## src/hw/mses_pkg.sv

```systemverilog
package mses_pkg;
   // midi status nibbles
   localparam logic [3:0] MSES_ST_CC = 4'hB;
   localparam logic [3:0] MSES_ST_PC = 4'hC;
   // channel numbers on the wire are zero based
   localparam logic [3:0] MSES_CH_SCENE = 4'hE;
   localparam logic [3:0] MSES_CH_FX1 = 4'h0;
   localparam logic [3:0] MSES_CH_FX2 = 4'h1;
   // controller numbers for bank select
   localparam logic [6:0] MSES_CC_BANK_MSB = 7'h00;
   localparam logic [6:0] MSES_CC_BANK_LSB = 7'h20;
   // wire program value 0 means program number 1
   localparam logic [6:0] MSES_SCENE_PROG_MAX = 7'h07;
   localparam logic [6:0] MSES_PATCH_PROG_MAX = 7'h63;
   localparam logic [1:0] MSES_BANK_MAX = 2'h2;
   // serial link: 31250 baud at 50 MHz
   localparam int MSES_CLK_HZ = 50000000;
   localparam int MSES_BAUD = 31250;
   localparam int MSES_BIT_CYC = MSES_CLK_HZ / MSES_BAUD;
   localparam int MSES_HALF_CYC = MSES_BIT_CYC / 2;
   localparam logic [6:0] MSES_BANK_RST = 7'h00;

   typedef enum logic [1:0] {
      MSES_BANK_A,
      MSES_BANK_B,
      MSES_BANK_U
   } mses_bank_t;

   typedef struct packed {
      mses_bank_t bank;
      logic [6:0] patch;
   } mses_patch_t;

   typedef struct packed {
      logic [3:0] channel;
      logic [6:0] number;
      logic [6:0] value;
   } mses_cc_t;
endpackage

```

## src/hw/mses_uart_rx.sv

```systemverilog
`timescale 1ns/1ps
module mses_uart_rx (
   // clock and reset
   input wire logic clk,
   input wire logic sys_rst,
   // serial input, idle high
   input wire logic midi_rx,
   // received byte
   output logic [7:0] rx_data,
   output logic rx_valid
);
   import mses_pkg::*;

   typedef enum logic [1:0] {
      MSES_RX_IDLE,
      MSES_RX_START,
      MSES_RX_DATA,
      MSES_RX_STOP
   } mses_rx_state_t;

   mses_rx_state_t state_reg, state_next;
   logic [11:0] cnt_reg, cnt_next;
   logic [2:0] bit_reg, bit_next;
   logic [7:0] shift_reg, shift_next;
   logic [7:0] data_reg, data_next;
   logic valid_reg, valid_next;

   always_comb begin
      state_next = state_reg;
      cnt_next = cnt_reg;
      bit_next = bit_reg;
      shift_next = shift_reg;
      data_next = data_reg;
      valid_next = 1'b0;
      case (state_reg)
         MSES_RX_IDLE: begin
            cnt_next = 12'h000;
            if (!midi_rx) begin
               state_next = MSES_RX_START;
            end
         end
         MSES_RX_START: begin
            // recheck at mid start bit, rejects glitches
            if (cnt_reg == 12'(MSES_HALF_CYC - 1)) begin
               cnt_next = 12'h000;
               bit_next = 3'h0;
               state_next = midi_rx ? MSES_RX_IDLE : MSES_RX_DATA;
            end else begin
               cnt_next = cnt_reg + 12'h001;
            end
         end
         MSES_RX_DATA: begin
            if (cnt_reg == 12'(MSES_BIT_CYC - 1)) begin
               cnt_next = 12'h000;
               shift_next = {midi_rx, shift_reg[7:1]};
               bit_next = bit_reg + 3'h1;
               if (bit_reg == 3'h7) begin
                  state_next = MSES_RX_STOP;
               end
            end else begin
               cnt_next = cnt_reg + 12'h001;
            end
         end
         MSES_RX_STOP: begin
            if (cnt_reg == 12'(MSES_BIT_CYC - 1)) begin
               state_next = MSES_RX_IDLE;
               // framing error drops the byte
               if (midi_rx) begin
                  data_next = shift_reg;
                  valid_next = 1'b1;
               end
            end else begin
               cnt_next = cnt_reg + 12'h001;
            end
         end
         default: state_next = MSES_RX_IDLE;
      endcase
   end

   always_ff @(posedge clk or posedge sys_rst) begin
      if (sys_rst) begin
         state_reg <= MSES_RX_IDLE;
         cnt_reg <= 12'h000;
         bit_reg <= 3'h0;
         shift_reg <= 8'h00;
         data_reg <= 8'h00;
         valid_reg <= 1'b0;
      end else begin
         state_reg <= state_next;
         cnt_reg <= cnt_next;
         bit_reg <= bit_next;
         shift_reg <= shift_next;
         data_reg <= data_next;
         valid_reg <= valid_next;
      end
   end

   assign rx_data = data_reg;
   assign rx_valid = valid_reg;
endmodule

```

## src/hw/mses_top.sv

```systemverilog
// Functional notes
// scene program-change selection acts only while scene enable is on
// scene program changes are accepted only on midi channel 15
// program numbers 1-8 select scenes 1-8 one to one
// during playback: stop, switch scene, then resume, in order
// while recording every program change is ignored
// effect patch selection acts only while effect enable is on
// channel 1 drives first effect unit, channel 2 the second
// bank lsb 0/1/2 with msb 0 picks A/B/U, programs 1-100 map 00-99
// control changes pass to effects only while control enable is on
// controller should switch effects with nrpn sequences; no nrpn is decoded, effects switch by bank select plus program change
// other channels or out-of-range programs change nothing
`timescale 1ns/1ps
module mses_top (
   // clock and reset
   input wire logic clk,
   input wire logic sys_rst,
   // serial midi input
   input wire logic midi_rx,
   // settings
   input wire logic scene_program_select_enable,
   input wire logic effect_program_select_enable,
   input wire logic effect_control_change_enable,
   // transport
   input wire logic playing,
   input wire logic recording,
   input wire logic transport_stopped,
   output logic play_stop_req,
   output logic play_resume_req,
   // scene
   output logic [2:0] scene_index,
   output logic scene_load,
   // effects
   output mses_pkg::mses_patch_t first_effect_unit_patch,
   output logic first_effect_unit_load,
   output mses_pkg::mses_patch_t second_effect_unit_patch,
   output logic second_effect_unit_load,
   output mses_pkg::mses_cc_t effect_cc,
   output logic effect_cc_valid
);
   import mses_pkg::*;

   typedef enum logic [2:0] {
      MSES_SC_IDLE,
      MSES_SC_STOP,
      MSES_SC_WAIT,
      MSES_SC_LOAD,
      MSES_SC_RESUME
   } mses_scene_state_t;

   logic [7:0] rx_data;
   logic rx_valid;

   mses_uart_rx u_rx (
      .clk(clk),
      .sys_rst(sys_rst),
      .midi_rx(midi_rx),
      .rx_data(rx_data),
      .rx_valid(rx_valid)
   );

   // true for the two effect unit channels, whose bank select is tracked per channel
   function automatic logic fx_chan(input logic [3:0] ch);
      fx_chan = (ch == MSES_CH_FX1) || (ch == MSES_CH_FX2);
   endfunction

   // running status parser
   logic [3:0] stat_reg, stat_next;
   logic [3:0] chan_reg, chan_next;
   logic have1_reg, have1_next;
   logic [6:0] d1_reg, d1_next;
   logic [6:0] msb_reg [2], msb_next [2];
   logic [6:0] lsb_reg [2], lsb_next [2];
   mses_patch_t patch_reg [2], patch_next [2];
   logic load_reg [2], load_next [2];
   mses_cc_t cc_reg, cc_next;
   logic cc_v_reg, cc_v_next;
   mses_scene_state_t sc_reg, sc_next;
   logic [2:0] scene_reg, scene_next, pend_reg, pend_next;
   logic scene_ld_reg, scene_ld_next;
   logic stop_reg, stop_next, resume_reg, resume_next;

   logic pc_done, cc_done;
   logic [6:0] prog;
   logic u;

   always_comb begin
      stat_next = stat_reg;
      chan_next = chan_reg;
      have1_next = have1_reg;
      d1_next = d1_reg;
      msb_next = msb_reg;
      lsb_next = lsb_reg;
      patch_next = patch_reg;
      load_next = '{1'b0, 1'b0};
      cc_next = cc_reg;
      cc_v_next = 1'b0;
      sc_next = sc_reg;
      scene_next = scene_reg;
      pend_next = pend_reg;
      scene_ld_next = 1'b0;
      stop_next = 1'b0;
      resume_next = 1'b0;
      pc_done = 1'b0;
      cc_done = 1'b0;
      prog = rx_data[6:0];
      u = (chan_reg == MSES_CH_FX2);
      if (rx_valid) begin
         if (rx_data[7]) begin
            // realtime bytes leave running status alone
            if (rx_data[7:3] != 5'h1F) begin
               stat_next = rx_data[7:4];
               chan_next = rx_data[3:0];
               have1_next = 1'b0;
            end
         end else if (stat_reg == MSES_ST_PC) begin
            pc_done = 1'b1;
         end else if (stat_reg == MSES_ST_CC) begin
            if (!have1_reg) begin
               d1_next = rx_data[6:0];
               have1_next = 1'b1;
            end else begin
               have1_next = 1'b0;
               cc_done = 1'b1;
            end
         end
      end
      // bank select is tracked for effect channels regardless of enables
      if (cc_done && fx_chan(chan_reg)) begin
         if (d1_reg == MSES_CC_BANK_MSB) begin
            msb_next[u] = prog;
         end
         if (d1_reg == MSES_CC_BANK_LSB) begin
            lsb_next[u] = prog;
         end
      end
      if (cc_done && effect_control_change_enable) begin
         cc_next = '{channel: chan_reg, number: d1_reg, value: prog};
         cc_v_next = 1'b1;
      end
      // recording blocks every program change
      if (pc_done && !recording) begin
         if (effect_program_select_enable && fx_chan(chan_reg)) begin
            if (msb_reg[u] == MSES_BANK_RST && lsb_reg[u][6:2] == 5'h00 &&
                lsb_reg[u][1:0] <= MSES_BANK_MAX && prog <= MSES_PATCH_PROG_MAX) begin
               patch_next[u] = '{bank: mses_bank_t'(lsb_reg[u][1:0]), patch: prog};
               load_next[u] = 1'b1;
            end
         end
         if (scene_program_select_enable && chan_reg == MSES_CH_SCENE &&
             prog <= MSES_SCENE_PROG_MAX && sc_reg == MSES_SC_IDLE) begin
            pend_next = prog[2:0];
            sc_next = playing ? MSES_SC_STOP : MSES_SC_LOAD;
         end
      end
      // pause, switch, resume
      case (sc_reg)
         MSES_SC_IDLE: ;
         MSES_SC_STOP: begin
            stop_next = 1'b1;
            sc_next = MSES_SC_WAIT;
         end
         MSES_SC_WAIT: begin
            if (transport_stopped) begin
               scene_next = pend_reg;
               scene_ld_next = 1'b1;
               sc_next = MSES_SC_RESUME;
            end
         end
         MSES_SC_LOAD: begin
            scene_next = pend_reg;
            scene_ld_next = 1'b1;
            sc_next = MSES_SC_IDLE;
         end
         MSES_SC_RESUME: begin
            resume_next = 1'b1;
            sc_next = MSES_SC_IDLE;
         end
         default: sc_next = MSES_SC_IDLE;
      endcase
   end

   always_ff @(posedge clk or posedge sys_rst) begin
      if (sys_rst) begin
         stat_reg <= 4'h0;
         chan_reg <= 4'h0;
         have1_reg <= 1'b0;
         d1_reg <= 7'h00;
         msb_reg <= '{MSES_BANK_RST, MSES_BANK_RST};
         lsb_reg <= '{MSES_BANK_RST, MSES_BANK_RST};
         patch_reg <= '{'0, '0};
         load_reg <= '{1'b0, 1'b0};
         cc_reg <= '0;
         cc_v_reg <= 1'b0;
         sc_reg <= MSES_SC_IDLE;
         scene_reg <= 3'h0;
         pend_reg <= 3'h0;
         scene_ld_reg <= 1'b0;
         stop_reg <= 1'b0;
         resume_reg <= 1'b0;
      end else begin
         stat_reg <= stat_next;
         chan_reg <= chan_next;
         have1_reg <= have1_next;
         d1_reg <= d1_next;
         msb_reg <= msb_next;
         lsb_reg <= lsb_next;
         patch_reg <= patch_next;
         load_reg <= load_next;
         cc_reg <= cc_next;
         cc_v_reg <= cc_v_next;
         sc_reg <= sc_next;
         scene_reg <= scene_next;
         pend_reg <= pend_next;
         scene_ld_reg <= scene_ld_next;
         stop_reg <= stop_next;
         resume_reg <= resume_next;
      end
   end

   assign first_effect_unit_patch = patch_reg[0];
   assign first_effect_unit_load = load_reg[0];
   assign second_effect_unit_patch = patch_reg[1];
   assign second_effect_unit_load = load_reg[1];
   assign effect_cc = cc_reg;
   assign effect_cc_valid = cc_v_reg;
   assign scene_index = scene_reg;
   assign scene_load = scene_ld_reg;
   assign play_stop_req = stop_reg;
   assign play_resume_req = resume_reg;
endmodule

```

## config.mk

```make
export PLATFORM = sky130hd
export DESIGN_NAME = mses_top
export DESIGN_NICKNAME = d
export VERILOG_FILES = /design/src/hw/mses_pkg.sv /design/src/hw/mses_uart_rx.sv /design/src/hw/mses_top.sv
export SDC_FILE = /design/constraint.sdc
export NUM_CORES = 1
export LEC_CHECK = 0
export BUFFER_PORTS_ARGS = -buffer_cell sky130_fd_sc_hd__buf_4
export CORE_ASPECT_RATIO = 0.8
export CORE_UTILIZATION = 39
export DETAILED_ROUTE_END_ITERATION = 10
export PLACE_DENSITY = 0.58
export SLEW_MARGIN = 10
export SYNTH_ARGS = -nofsm -noshare
export SYNTH_HDL_FRONTEND = slang
export SYNTH_SLANG_ARGS = --single-unit
```

## constraint.sdc

```tcl
create_clock -name clk -period 5.5 [get_ports clk]
set_input_delay 1.1 -clock clk [delete_from_list [all_inputs] [get_ports clk]]
set_output_delay 1.1 -clock clk [all_outputs]
set_load 0.03 [all_outputs]
```

==> run_results.csv <==
group,metric,value,unit
logic_synthesis,avgSynthCellArea,13.7,µm²
cells_and_area,largest_reg_flops,18,
critical_path,path_class,"in -> reg",
routing,ant_nets,0,
logic_synthesis,synth_warnings,0,
die,core,13700,µm²
logic_synthesis,synth-edff-count,0,
routing,vias_per_cell,5.33,
place,dp_hpwl,7250,µm
flow_run,drv_cap,0,
cts,cts_tree,"done",
routing,firstDrtPassIters,6,
sta,final.setup.tns,0,ns
cts,cts_buffers,17,
grt,grt_overflow_total,0,
sta,finClkSkew,0.0153,ns
power,total_power,2.04,mW
die,io_pins,54,
logic_synthesis,synth_area_leaders,"dfrtp_1 58%, mux2_2 19%, mux2_4 2.4%",
critical_path,critPathMaxFanout,9,
logic_synthesis,synth_top_area_share,58.1,%
cts,cts_setup_buffers,0,
sta,hold_viol,0,
logic_synthesis,async_flop_share,100,%
grt,grt_pass1_vias,3480,
die,fp-row-count,38,
grt,grt_pass1_wl,18400,µm
cts,clock-sinks,129,
power,ir_drop,209,µV
place,port_buffers,53,
logic_synthesis,synth_nets,423,
cts,clk_pin_slew,0.06,ns
logic_synthesis,synth_cell_type_count,54,
cts,ctsResizeCount,0,
cts,htree_levels,4,
sta,slew_viol_final,0,
logic_synthesis,synth_cells,406,
power,p_per_area,305,nW/µm²
cells_and_area,antenna_cells,0,
place,gp_congestion,0.788,
sta,setup_violations,0,
die,initial_core_util,40.4,%
logic_synthesis,yosysTopAreaCell,"dfrtp_1",
routing,drtIter0Drc,185,
logic_synthesis,ys_seq_area_share,58.1,%
cts,clk_path_buf_depth,2,
power,leakage,3.35,nW
cts,cts.hold.buffers_added,0,
routing,vias,3478,
cells_and_area,drive_gt1_share,41.9,%
outcome,outcome,"complete, no violations",
sta,grt_setup_unrepaired,"false",
critical_path,arrival,3.14,ns
critical_path,start_kind,"input pin",
logic_synthesis,syn_area,5560,µm²
logic_synthesis,synth_seq_cells,129,
sta,fmax,0.351,GHz
grt,grt_max_degree,87,
logic_synthesis,synthFlopType,"dfrtp_1",
cells_and_area,final_nets,477,
min_path,hold_class,"reg -> reg",
cts,cts_root_buf,"clkbuf_16",
cells_and_area,area.growth.synth_to_final,20.3,%
die,die_x,135,µm
grt,antenna_found_initial,0,
grt,track_usage,16.5,%
critical_path,worstSetupEndpointType,"register",
cts,clk_latency,0.41,ns
sta,period_needed,2.85,ns
die,die_area,14700,µm²
sta,max_slew_margin,29.2,%
critical_path,crit_required,5.80,ns
die,die_y,109,µm
sta,worst_slew_pin_slew,1.06,ns
routing,routed_wl,11200,µm
routing,routedWlPerCell,17.2,µm
routing,drc,0,
sta,period_share,51.7,%
final cells by class:
cell class,count,area [µm²]
fill,1201,7060
clock buffer,18,439
sequential,129,3230
multi-input combinational,252,2230
timing repair buffer,54,405
inverter,6,25.0
tap,180,225
clock inverter,14,134
synth_stat cells (2+ instances only):
cell / instances
a21oi_1: 8
ha_1: 8
a211oi_1: 4
or3_1: 3
inv_1: 6
nand4b_1: 3
nor4_1: 8
clkbuf_1: 14
xor2_1: 3
nand4_1: 4
nand2_1: 13
nor2b_1: 4
nand3_1: 11
o21ai_0: 7
and2_1: 4
and4b_1: 2
dfrtp_1: 129
and4_1: 2
mux2_1: 2
nand2b_1: 3
nor3_1: 6
nor4b_2: 2
and3b_1: 2
nor3b_1: 4
buf_2: 4
nor4b_1: 2
mux2_2: 92
a31oi_1: 2
nor4bb_1: 3
mux2_4: 9
nor2_1: 15
a21bo_2: 2
and3_1: 4
logic make-up (layout without fill, tap and decap cells):
logic type      Yosys count  count (layout)  share of synthesized area, %
compound gates           36              36                          4.91
xor+xnor                  4               4                         0.630
fa+ha+maj                 8               8                          1.80
buf+inv                  25              92                          1.85
flops                   129             129                          58.1
mux                     104             104                          21.7
simple gates            100             100                          11.1
critical path, cell delays in order:
cell and delay, ns:
buf_4 0.11, nand4b_1 0.37, nor4b_2 0.46, nor2b_1 0.68, mux2_2 0.42
worst paths after layout:
kind                                  from                          end  slack (ns)  depth (start not counted)
min in group asynchronous          sys_rst              u_rx.cnt_reg[8]        0.94                          2
hold reg to reg            u_rx.bit_reg[2]              u_rx.bit_reg[2]        0.50                          1
setup / recovery                 recording  second_effect_unit_patch[1]        2.65                          5
hold / removal             u_rx.bit_reg[2]              u_rx.bit_reg[2]        0.50                          1
setup reg to reg           u_rx.cnt_reg[0]              u_rx.cnt_reg[0]        2.79                          6
max in group asynchronous          sys_rst                  pend_reg[1]        3.37                          3
placed cells by master, fill, tap and decap left out, types with 5 or more instances in the layout:
master	count
buf_4	54
dfrtp_1	129
ha_1	8
a21oi_1	8
inv_1	5
clkinvlp_4	5
clkinv_4	5
mux2_2	92
nor4_1	8
nand2_1	13
nor3_1	6
nand3_1	11
nor2_1	15
mux2_4	9
clkbuf_16	17
o21ai_0	7
per-layer routing:
layer | GRT usage (%) | vias up | share of wire, %
met3 | 3.91 | 8 | 4.0
met2 | 24.8 | 81 | 46
met4 | 5.78 | 0 | 0.85
met5 | 0 | - | 0
met1 | 23.2 | 1795 | 50
li1 | - | 1594 | -
per-stage QoR:
stage / utilization, % / hold slack [ns] / std cells / area (µm²) / worst slack, ns
after floorplan: - / 0.450 / 406 / 5560 / 0.959
after global placement: 44.5 / 0.476 / 621 / 6110 / 2.30
after detailed placement: 44.5 / 0.485 / 621 / 6110 / 2.23
after CTS: 48.6 / 0.500 / 653 / 6680 / 2.65
after global routing: 48.6 / 0.516 / 653 / 6680 / 2.46
final: 48.6 / 0.496 / 653 / 6680 / 2.65
report_power, final:
| part | switching [mW] | internal, mW |
|---|---|---|
| combinational | 0.0197 | 0.00503 |
| clock | 0.426 | 0.638 |
| sequential | 0.000381 | 0.950 |
| total | 0.446 | 1.59 |
Power figures use the tool's default switching activity.
